==> src/core/mst_defines.vh <==
// Constants for the module self-test sequencer: offsets, fields, error codes, test numbers, timing
`ifndef MST_DEFINES_VH
`define MST_DEFINES_VH

// Clock rate in MHz
`define MST_CLK_MHZ 100
// Bus interface self-check settle time in milliseconds
`define MST_BIC_DELAY_MS 250
// Per-test watchdog in microseconds
`define MST_TEST_TIMEOUT_US 1000

// Register byte offsets
`define MST_OFS_BUS_CSR 12'h000
`define MST_OFS_PORT_STATUS 12'h004
`define MST_OFS_PORT_ERROR 12'h008
`define MST_OFS_PORT_DATA 12'h00C
`define MST_OFS_CONTROL 12'h010
`define MST_OFS_EXEC_MASK 12'h014

// Bus control status fields
`define MST_CSR_PASSED_BIT 0
`define MST_CSR_BROKE_BIT 1
// Port status fields
`define MST_PS_DONE_BIT 0
`define MST_PS_ACC_BIT 1
`define MST_PS_RUN_BIT 2
`define MST_PS_HALT_BIT 3
// Control fields
`define MST_CTL_START_BIT 0
`define MST_CTL_TNUM_LSB 8
`define MST_CTL_TNUM_MSB 12

// Error codes
`define MST_ERR_NOT_FUNCTIONAL 32'hFF000003
`define MST_ERR_NONCRITICAL 32'hFF000004

// Test numbering
`define MST_TEST_ROM 5'h01
`define MST_TEST_CRIT_PATH 5'h04
`define MST_TEST_LAST_MAIN 5'h08
`define MST_TEST_FIRST_TAPE 5'h09
`define MST_TEST_DRIVE 5'h11
`define MST_NUM_TESTS 17

`endif

==> src/core/mst_wait_timer.v <==
// Loadable down-counter that pulses once when its count runs out
`timescale 1ns/1ns
module mst_wait_timer #(
  parameter WIDTH = 32
) (
  input wire clock,
  input wire rstn,
  input wire load,
  input wire [WIDTH-1:0] load_val,
  input wire cancel,
  output reg expire,
  output reg busy
);

  reg [WIDTH-1:0] count; // Cycles left

  // Count down; load wins over cancel so a restart is never lost
  always @(posedge clock or negedge rstn) begin
    if (!rstn) begin
      count <= {WIDTH{1'b0}};
      busy <= 1'b0;
      expire <= 1'b0;
    end else begin
      expire <= 1'b0;
      if (load) begin
        count <= load_val;
        busy <= 1'b1;
      end else if (cancel) begin
        busy <= 1'b0;
      end else if (busy) begin
        if (count <= {{(WIDTH-1){1'b0}}, 1'b1}) begin
          busy <= 1'b0;
          expire <= 1'b1;
        end else begin
          count <= count - {{(WIDTH-1){1'b0}}, 1'b1};
        end
      end
    end
  end

endmodule // mst_wait_timer

==> src/core/mst_selftest_seq.v <==
// Self-test sequencer with APB register access
//
// Behaviour
// - Node passes only if all executed tests pass
// - Network test failure keeps fault line and broken
// - Bus chip failure disables drivers, registers unreachable
// - Bus chip, processor or ROM failure halts, waits
// - No test number given runs whole suite
// - Start bus self-check, wait 250 ms, sample
// - Passed flag set on success, else bus blocked
// - Tests 1-8 main, 9-16 tape, 17 drive
// - ROM CRC per section compared, mismatch fails
// - RAM test: mask, non-stack, relocate, stack area
// - Patch test: disable, toggle bits, enable, patch
// - Interrupt test fails on any stuck line
// - Bus corner test failure continues with next
// - Network test checks chip and CRC only
// - Misc registers enabled then disabled, checked
// - Processor messaging and interrupts both directions
// - Drive test passes only on drive-present bit
// - Full pass clears broken flag and fault line
// - Done bit; on failure error code, result word
//
// Chosen here: the APB register port and the address map.
`timescale 1ns/1ns
`include "mst_defines.vh"
module mst_selftest_seq #(
  parameter BIC_DELAY_CYC = `MST_BIC_DELAY_MS * 1000 * `MST_CLK_MHZ,
  parameter TEST_TIMEOUT_CYC = `MST_TEST_TIMEOUT_US * `MST_CLK_MHZ
) (
  input wire clock,
  input wire rstn,
  // APB slave
  input wire psel,
  input wire penable,
  input wire pwrite,
  input wire [11:0] paddr,
  input wire [31:0] pwdata,
  output reg [31:0] prdata,
  output reg pready,
  output reg pslverr,
  // Bus interface chip self-check
  output reg bic_check_start,
  input wire selftest_passed_pin,
  output reg bus_drv_en,
  output reg bus_fault_line,
  // Tape option strap and drive-present status bit
  input wire tape_fitted_pin,
  input wire drive_present_pin,
  // Test engines on this clock
  output reg test_start,
  output reg [4:0] test_id,
  input wire test_done,
  input wire test_pass,
  // Main processor held waiting after a fatal failure
  output reg cpu_wait
);

  // Sequencer states
  localparam ST_IDLE = 3'h0;
  localparam ST_BIC_WAIT = 3'h1;
  localparam ST_ISSUE = 3'h2;
  localparam ST_WAIT = 3'h3;
  localparam ST_NEXT = 3'h4;
  localparam ST_DONE = 3'h5;
  localparam ST_HALT = 3'h6;

  // Last test of the suite for the fitted option
  function [4:0] last_test;
    input tape;
    begin
      last_test = tape ? `MST_TEST_DRIVE : `MST_TEST_LAST_MAIN;
    end
  endfunction

  // Tests whose failure means the processor itself is unusable
  function is_fatal;
    input [4:0] num;
    begin
      is_fatal = (num == `MST_TEST_ROM) || (num == `MST_TEST_CRIT_PATH);
    end
  endfunction

  reg [2:0] state; // Sequencer state
  reg [4:0] test_num; // Current test number
  reg single_mode; // One selected test only
  reg [4:0] single_num; // Selected test, 0 for the suite
  reg tape_sel; // Tape subsystem fitted for this run
  reg start_pend; // Run requested; set at reset for power-up
  reg selftest_passed_flag; // Bus interface self-check passed
  reg node_broken; // Node-broken flag
  reg selftest_done_flag; // Sequence finished
  reg adapter_ok; // Minimally functional
  reg any_fail; // Some executed test failed
  reg [16:0] diagnostic_result_word; // Set bit is a failed test
  reg [16:0] exec_mask; // Set bit is an executed test
  reg [31:0] port_error_reg; // Error code
  reg [31:0] port_data_reg; // Result word or running count

  // Pin synchronisers
  reg bic_ok_m, bic_ok_s;
  reg tape_m, tape_s;
  reg drv_m, drv_s;

  // Timer control
  reg tmr_load;
  reg [31:0] tmr_val;
  reg tmr_cancel;
  wire tmr_expire;

  // Outcome of the current test this cycle
  reg rec_valid;
  reg rec_ok;
  wire [4:0] test_idx;

  // APB decode
  wire apb_setup;
  wire ctl_write;

  assign test_idx = test_num - 5'h01;
  assign apb_setup = psel & ~penable;
  assign ctl_write = psel & penable & pready & pwrite & (paddr == `MST_OFS_CONTROL) & selftest_passed_flag;

  // Two flops for every pin before use
  always @(posedge clock or negedge rstn) begin
    if (!rstn) begin
      bic_ok_m <= 1'b0;
      bic_ok_s <= 1'b0;
      tape_m <= 1'b0;
      tape_s <= 1'b0;
      drv_m <= 1'b0;
      drv_s <= 1'b0;
    end else begin
      bic_ok_m <= selftest_passed_pin;
      bic_ok_s <= bic_ok_m;
      tape_m <= tape_fitted_pin;
      tape_s <= tape_m;
      drv_m <= drive_present_pin;
      drv_s <= drv_m;
    end
  end

  // Shared settle and watchdog timer
  mst_wait_timer #(
    .WIDTH(32)
  ) u_timer (
    .clock(clock),
    .rstn(rstn),
    .load(tmr_load),
    .load_val(tmr_val),
    .cancel(tmr_cancel),
    .expire(tmr_expire),
    .busy()
  );

  // Current test outcome, from the engine or the drive bit
  always @* begin
    rec_valid = 1'b0;
    rec_ok = 1'b0;
    if (state == ST_ISSUE && test_num == `MST_TEST_DRIVE) begin
      rec_valid = 1'b1;
      rec_ok = drv_s;
    end else if (state == ST_WAIT && test_done) begin
      rec_valid = 1'b1;
      rec_ok = test_pass;
    end else if (state == ST_WAIT && tmr_expire) begin
      // Silent engine counts as a failure
      rec_valid = 1'b1;
      rec_ok = 1'b0;
    end
  end

  // Timer requests
  always @* begin
    tmr_load = 1'b0;
    tmr_val = 32'h00000000;
    tmr_cancel = 1'b0;
    if (state == ST_IDLE && start_pend) begin
      tmr_load = 1'b1;
      tmr_val = BIC_DELAY_CYC;
    end else if (state == ST_ISSUE && test_num != `MST_TEST_DRIVE) begin
      tmr_load = 1'b1;
      tmr_val = TEST_TIMEOUT_CYC;
    end else if (state == ST_WAIT && test_done) begin
      tmr_cancel = 1'b1;
    end
  end

  // Main sequencer
  always @(posedge clock or negedge rstn) begin
    if (!rstn) begin
      state <= ST_IDLE;
      test_num <= 5'h01;
      single_mode <= 1'b0;
      tape_sel <= 1'b0;
      start_pend <= 1'b1;
      selftest_passed_flag <= 1'b0;
      node_broken <= 1'b1;
      bus_fault_line <= 1'b1;
      selftest_done_flag <= 1'b0;
      adapter_ok <= 1'b0;
      any_fail <= 1'b0;
      diagnostic_result_word <= 17'h00000;
      exec_mask <= 17'h00000;
      port_error_reg <= 32'h00000000;
      port_data_reg <= 32'h00000000;
      bic_check_start <= 1'b0;
      bus_drv_en <= 1'b1;
      test_start <= 1'b0;
      test_id <= 5'h00;
      cpu_wait <= 1'b0;
    end else begin
      bic_check_start <= 1'b0;
      test_start <= 1'b0;
      // Record every executed outcome
      if (rec_valid) begin
        exec_mask[test_idx] <= 1'b1;
        diagnostic_result_word[test_idx] <= ~rec_ok;
        if (!rec_ok) begin
          any_fail <= 1'b1;
        end
      end
      case (state)
        ST_IDLE: begin
          if (ctl_write && pwdata[`MST_CTL_START_BIT]) begin
            start_pend <= 1'b1;
          end
          if (start_pend) begin
            // Fresh run: node counts as failing until proven
            start_pend <= 1'b0;
            node_broken <= 1'b1;
            bus_fault_line <= 1'b1;
            selftest_done_flag <= 1'b0;
            adapter_ok <= 1'b0;
            any_fail <= 1'b0;
            diagnostic_result_word <= 17'h00000;
            exec_mask <= 17'h00000;
            port_error_reg <= 32'h00000000;
            port_data_reg <= 32'h00000000;
            single_mode <= (single_num != 5'h00);
            test_num <= (single_num != 5'h00) ? single_num : 5'h01;
            bic_check_start <= 1'b1;
            state <= ST_BIC_WAIT;
          end
        end
        ST_BIC_WAIT: begin
          // Flag sampled only after the full settle time
          if (tmr_expire) begin
            if (bic_ok_s) begin
              selftest_passed_flag <= 1'b1;
              tape_sel <= tape_s; // Strap synchroniser settled long before this
              state <= ST_ISSUE;
            end else begin
              selftest_passed_flag <= 1'b0;
              bus_drv_en <= 1'b0;
              cpu_wait <= 1'b1;
              any_fail <= 1'b1;
              diagnostic_result_word <= 17'h1FFFF;
              port_error_reg <= `MST_ERR_NOT_FUNCTIONAL;
              port_data_reg <= 32'h0001FFFF;
              selftest_done_flag <= 1'b1;
              state <= ST_HALT;
            end
          end
        end
        ST_ISSUE: begin
          // Running count while in progress
          port_data_reg <= {27'h0000000, test_num};
          if (test_num == `MST_TEST_DRIVE) begin
            state <= ST_NEXT;
          end else begin
            // Engines 1-8 sit on the main processor, 9-16 on tape
            test_id <= test_num;
            test_start <= 1'b1;
            state <= ST_WAIT;
          end
        end
        ST_WAIT: begin
          if (rec_valid) begin
            if (!rec_ok && is_fatal(test_num)) begin
              // Processor or ROM broken: nothing further is trusted
              cpu_wait <= 1'b1;
              port_error_reg <= `MST_ERR_NOT_FUNCTIONAL;
              port_data_reg <= {15'h0000, diagnostic_result_word | (17'h00001 << test_idx)};
              selftest_done_flag <= 1'b1;
              state <= ST_HALT;
            end else begin
              if (rec_ok && test_num == `MST_TEST_CRIT_PATH) begin
                adapter_ok <= 1'b1;
              end
              state <= ST_NEXT;
            end
          end
        end
        ST_NEXT: begin
          if (single_mode || test_num == last_test(tape_sel)) begin
            state <= ST_DONE;
          end else begin
            test_num <= test_num + 5'h01;
            state <= ST_ISSUE;
          end
        end
        ST_DONE: begin
          selftest_done_flag <= 1'b1;
          adapter_ok <= 1'b1;
          state <= ST_IDLE;
          if (!any_fail) begin
            node_broken <= 1'b0;
            bus_fault_line <= 1'b0;
            port_error_reg <= 32'h00000000;
            port_data_reg <= 32'h00000000;
          end else begin
            // Noncritical failure: node stays flagged, rest usable
            node_broken <= 1'b1;
            bus_fault_line <= 1'b1;
            port_error_reg <= `MST_ERR_NONCRITICAL;
            port_data_reg <= {15'h0000, diagnostic_result_word};
          end
        end
        ST_HALT: begin
          // Only a reset leaves this state
          cpu_wait <= 1'b1;
        end
        default: begin
          state <= ST_IDLE;
        end
      endcase
    end
  end

  // Test number chosen by software; kept for the next run
  always @(posedge clock or negedge rstn) begin
    if (!rstn) begin
      single_num <= 5'h00;
    end else if (ctl_write && state == ST_IDLE) begin
      if (pwdata[`MST_CTL_TNUM_MSB:`MST_CTL_TNUM_LSB] <= `MST_NUM_TESTS) begin
        single_num <= pwdata[`MST_CTL_TNUM_MSB:`MST_CTL_TNUM_LSB];
      end
    end
  end

  // APB slave: answer in the first access cycle
  always @(posedge clock or negedge rstn) begin
    if (!rstn) begin
      prdata <= 32'h00000000;
      pready <= 1'b0;
      pslverr <= 1'b0;
    end else begin
      pready <= apb_setup;
      pslverr <= 1'b0;
      prdata <= 32'h00000000;
      if (apb_setup) begin
        if (!selftest_passed_flag && (state == ST_HALT)) begin
          // Drivers off: every access refused
          pslverr <= 1'b1;
        end else if (!pwrite) begin
          case (paddr)
            `MST_OFS_BUS_CSR: begin
              prdata[`MST_CSR_PASSED_BIT] <= selftest_passed_flag;
              prdata[`MST_CSR_BROKE_BIT] <= node_broken;
            end
            `MST_OFS_PORT_STATUS: begin
              prdata[`MST_PS_DONE_BIT] <= selftest_done_flag;
              prdata[`MST_PS_ACC_BIT] <= adapter_ok;
              prdata[`MST_PS_RUN_BIT] <= (state != ST_IDLE) && (state != ST_HALT);
              prdata[`MST_PS_HALT_BIT] <= cpu_wait;
            end
            `MST_OFS_PORT_ERROR: begin
              prdata <= port_error_reg;
            end
            `MST_OFS_PORT_DATA: begin
              prdata <= port_data_reg;
            end
            `MST_OFS_CONTROL: begin
              prdata[`MST_CTL_TNUM_MSB:`MST_CTL_TNUM_LSB] <= single_num;
            end
            `MST_OFS_EXEC_MASK: begin
              prdata <= {15'h0000, exec_mask};
            end
            default: begin
              pslverr <= 1'b1;
            end
          endcase
        end else if (paddr != `MST_OFS_CONTROL) begin
          // Only the control word is writable
          pslverr <= 1'b1;
        end
      end
    end
  end

endmodule // mst_selftest_seq

==> config.mk <==
export PLATFORM = sky130hd
export DESIGN_NAME = mst_selftest_seq
export DESIGN_NICKNAME = d
export VERILOG_FILES = /design/src/core/mst_wait_timer.v /design/src/core/mst_selftest_seq.v
export VERILOG_INCLUDE_DIRS = /design/src /design/src/core
export SDC_FILE = /design/constraint.sdc
export NUM_CORES = 1
export LEC_CHECK = 0
export BUFFER_PORTS_ARGS = -buffer_cell sky130_fd_sc_hd__buf_2
export CORE_ASPECT_RATIO = 2
export CORE_UTILIZATION = 45
export CTS_CLUSTER_SIZE = 30
export DETAILED_ROUTE_END_ITERATION = 16
export SLEW_MARGIN = 20
export SYNTH_ARGS = -nofsm -noshare
export SYNTH_HDL_FRONTEND = slang
export SYNTH_SLANG_ARGS = --single-unit
==> constraint.sdc <==
create_clock -name clock -period 3.9 [get_ports clock]
set_input_delay 0.195 -clock clock [delete_from_list [all_inputs] [get_ports clock]]
set_output_delay 0.195 -clock clock [all_outputs]
set_load 0.1 [all_outputs]
==> flow_results.org <==
** Cells and area
- The register with the most flip-flops in the layout has 32 of them.
- From synthesis to final layout, the design area changed by 15.56%.
- Measured on the finished design, the core utilization comes to 53.11%.
- The largest registers in the layout are u_timer.count (32), prdata (18).
- The number of antenna diodes in the final layout is 0.
- Register bank with the most flops :: u_timer.count
- At the end of the flow, the number of nets in the layout was 882.
- Layout cells sized above 1 :: 17.81%

** Placement
- Once detailed placement completed, the half-perimeter wirelength came to 14540 um.
- During placement, the flow inserted port buffers numbering 64.
- Gp weighted congestion :: 0.8829

** Floorplan
- The die covers 17080 um2.
- Area inside the core boundary :: 16190 um2
- Number of top-level pins :: 98
- The die is 92.91 um wide.
- For this configuration, the core starts out at a cell density of 45.96%.
- From bottom edge to top edge, the die measures 183.8 um.
- Row generation in the floorplan step produced 66 rows.

** Synthesis
- Synthesis produced a netlist whose cell count is 764.
- Total of flip-flops plus latches after synthesis :: 144
- Synthesized-area fraction occupied by ao, oa, aoi and oai cells :: 18.65%
- Cell variety after synth :: 77
- The synthesized design contains 0 enable-type register cells.
- Yosys top cell area share :: 47.10%
- Area share of and/or/nand/nor cells after synthesis :: 20.05%
- Counting instances in the post-synthesis netlist gives the leading cell types as 140 x sky130_fd_sc_hd__dfrtp_1, 86 x sky130_fd_sc_hd__nor2_1, 57 x sky130_fd_sc_hd__a21oi_1, 46 x sky130_fd_sc_hd__nand2_1, 29 x sky130_fd_sc_hd__o21ai_0.
- Dominant combinational cell family by area after synthesis :: simple AND/OR/NAND/NOR gates
- Top FF cell, synth :: sky130_fd_sc_hd__dfrtp_1
- Area share of xor/xnor cells in the synthesized design :: 2.826%
- During synthesis, Yosys emitted a total of 0 warnings.
- By area the synthesized netlist is led by sky130_fd_sc_hd__dfrtp_1 47%, sky130_fd_sc_hd__nor2_1 4.3%, sky130_fd_sc_hd__a21oi_1 3.8%, sky130_fd_sc_hd__xor2_1 2.5%, sky130_fd_sc_hd__nand2_1 2.3%.
- Of all flip-flops after synthesis, the portion carrying an async set or reset was 100.0%.
- The synthesized design spends more area on one cell type than any other, namely sky130_fd_sc_hd__dfrtp_1.
- Of the synthesized area, sequential elements account for 48.51%.
- Mux contribution to synthesized area :: 3.045%
- In the post-synthesis netlist, the cell with the most instances is sky130_fd_sc_hd__dfrtp_1.
- Averaged over all synthesized cells, the footprint is 9.736 um2.
- The synthesized netlist occupies a cell area of 7438 um2.
- Synthesized-area fraction occupied by adder cells :: 1.682%

** Route
- Antenna Nets Post-Route :: 0
- Number of detailed-route iterations in the first pass :: 5
- After detailed routing, the average wire length per cell comes to 19.64 um.
- Summing over every cut layer, the via total after detailed routing is 6105.
- Via-to-Cell Ratio :: 5.899
- In this run, the number of DRC markers left after iteration 0 of detailed routing was 360.
- Wire length after detailed routing :: 20330 um
- For this run, design rule violations remaining after detail routing come to 0.

** Pwr
- Dividing total power by cell area gives a power density of 744.1 nW/um2.
- Peak supply drop :: 0.3760 mV
- Overall power of the completed layout :: 6396 uW
- Summed over all cells, the static leakage comes to 0.003815 uW.

** STA
- In the finished design, the share of the clock period the worst path needs comes to 77.95%.
- Setup repair after global routing left no endpoint under its margin.
- Adding up every negative setup slack in the final design gives 0 ns.
- At the pin with the least slew margin, the transition time is 1.048 ns.
- Setup violations remaining at the end of the flow were counted as 0.
- On the final layout, the worst clock skew is 0.009951 ns.
- Smallest hold slack :: 0.01770 ns
- Max-slew violation count :: 0
- The final-report hold violation count was 0.
- For this run, the top clock speed supported by timing is 329.0 MHz.
- The worst path in the final design needs a cycle of 3.040 ns, including I/O delays and setup.
- Measured against its own limit, the worst slew margin works out to 29.88%.

** Clock tree
- Number of clock sinks :: 144
- H-tree levels :: 4
- For the worst-skew pair, the clock arrives at the later sink with an insertion delay of 0.43 ns.
- TritonCTS created 17 clock buffers.
- Clock-pin slew was measured on the worst setup and hold paths at 0.06 ns.
- Clock tree from TritonCTS :: yes
- Clock tree synthesis selected as its root buffer the cell sky130_fd_sc_hd__clkbuf_16.
- Maximum clock path buffer count :: 2
- In this run, post-CTS repair resized a total of 0 instances.

** Setup path
- The worst setup path is launched from a flop.
- FF-to-FF path depth :: 9
- At the worst endpoint, the required time is 4.16 ns.
- Critical path capture point type :: flop
- Endpoint arrival time on the critical path :: 3.30 ns
- The worst setup path is of the reg -> reg kind.
- Top fanout value on the critical path :: 15

** Worst hold path
- Number of instances on the worst hold path :: 3
- Class of the most critical hold timing path :: in -> reg

** Status
- The run finished with clean final reports.

** Run
- # Max-Cap Violations :: 0

** GRT
- Total congestion overflow after global routing :: 0
- Wire length of the first global-routing pass :: 32640 um
- Global routing used 25.29% of the available tracks across all layers.
- Maximum number of pins on one net before global-route repair :: 74
- The initial antenna violation count came to 0.
- The via count of the first global-routing pass was 6253.
[repair_timing]
item / in CTS / in global routing
setup buffers: 0 / 0
hold buffers: 6 / 0
hold endpoints to repair: 75 / 0
[per-layer routing]
metal / share of wire, % / global-route usage (%) / vias to the layer above / wire length [um]
li1: - / - / 2853 / -
met1: 37 / 26.13 / 3043 / 7431
met2: 55 / 46.68 / 158 / 11240
met3: 3.3 / 4.673 / 51 / 673
met4: 4.8 / 14.34 / 0 / 981
met5: 0 / 0 / - / 0
[layout make-up]
type | count | area (um2)
multi-input cells | 544 | 3473
inverters | 27 | 101.3
well taps | 204 | 255.2
clock inverters | 9 | 177.7
flip-flops and latches | 144 | 3608
fillers | 1514 | 7590
repair buffers | 84 | 491.7
clock buffers | 23 | 488.0
[path summary, 6_finish.rpt]
path                        startpoint                         to  slack [ns]
setup / recovery           test_num[0]  diagnostic_result_word[0]        0.86
hold / removal              pwdata[12]              single_num[4]        0.02
setup reg to reg           test_num[0]  diagnostic_result_word[0]        0.86
hold reg to reg               bic_ok_m                   bic_ok_s        0.35
max in group asynchronous         rstn          u_timer.count[19]        2.53
min in group asynchronous         rstn                 prdata[11]        0.37
[metrics by stage]
stage	worst slack, ns	area (um2)	std cells
floorplan	1.204	7461	770
global placement	0.8960	7864	997
detailed placement	0.7283	7864	997
CTS	0.7140	8589	1035
global route	0.6930	8596	1035
finish	0.8601	8596	1035
[kinds of logic after synthesis]
logic type	count (synthesis)
xor gates and xnor gates	24
and+or+nand+nor	277
AOI/OAI and AO/OA	205
muxes	21
buffers and inverters	82
other	1
adders and majority gates	10
DFF	144
[worst max-delay path: stages, from the launching register on]
cell	delay, ns
sky130_fd_sc_hd__dfstp_2	0.70
sky130_fd_sc_hd__inv_1	0.16
sky130_fd_sc_hd__ha_1	0.37
sky130_fd_sc_hd__ha_1	0.59
sky130_fd_sc_hd__nand2_1	0.09
sky130_fd_sc_hd__nor3_1	0.32
sky130_fd_sc_hd__nand2_1	0.12
sky130_fd_sc_hd__nor2_1	0.22
sky130_fd_sc_hd__mux2i_1	0.20
sky130_fd_sc_hd__o21ai_0	0.10
[cell usage in the layout (no fill, tap or decap), drive strengths merged, types with 9 or more instances in the layout]
master	instances
nor2	87
buf	78
o2bb2ai	17
inv	25
nor3	23
nand3	26
a22oi	14
nor2b	13
clkbuf	23
nand2	47
ha	10
o21ai	37
a21oi	59
dfrtp	140
a31oi	11
xor2	21
nor4	15
nand2b	9
and2	11
mux2	13
or3	12
a221oi	10
[power by group]
group          leakage [uW]  switching [uW]  internal, uW  total (uW)
combinational       0.00164            1530           790        2320
sequential          0.00186             375          1870        2240
clock              0.000316             634          1200        1840
total               0.00381            2540          3860        6400
No activity file was read; power rests on OpenSTA's default activity.
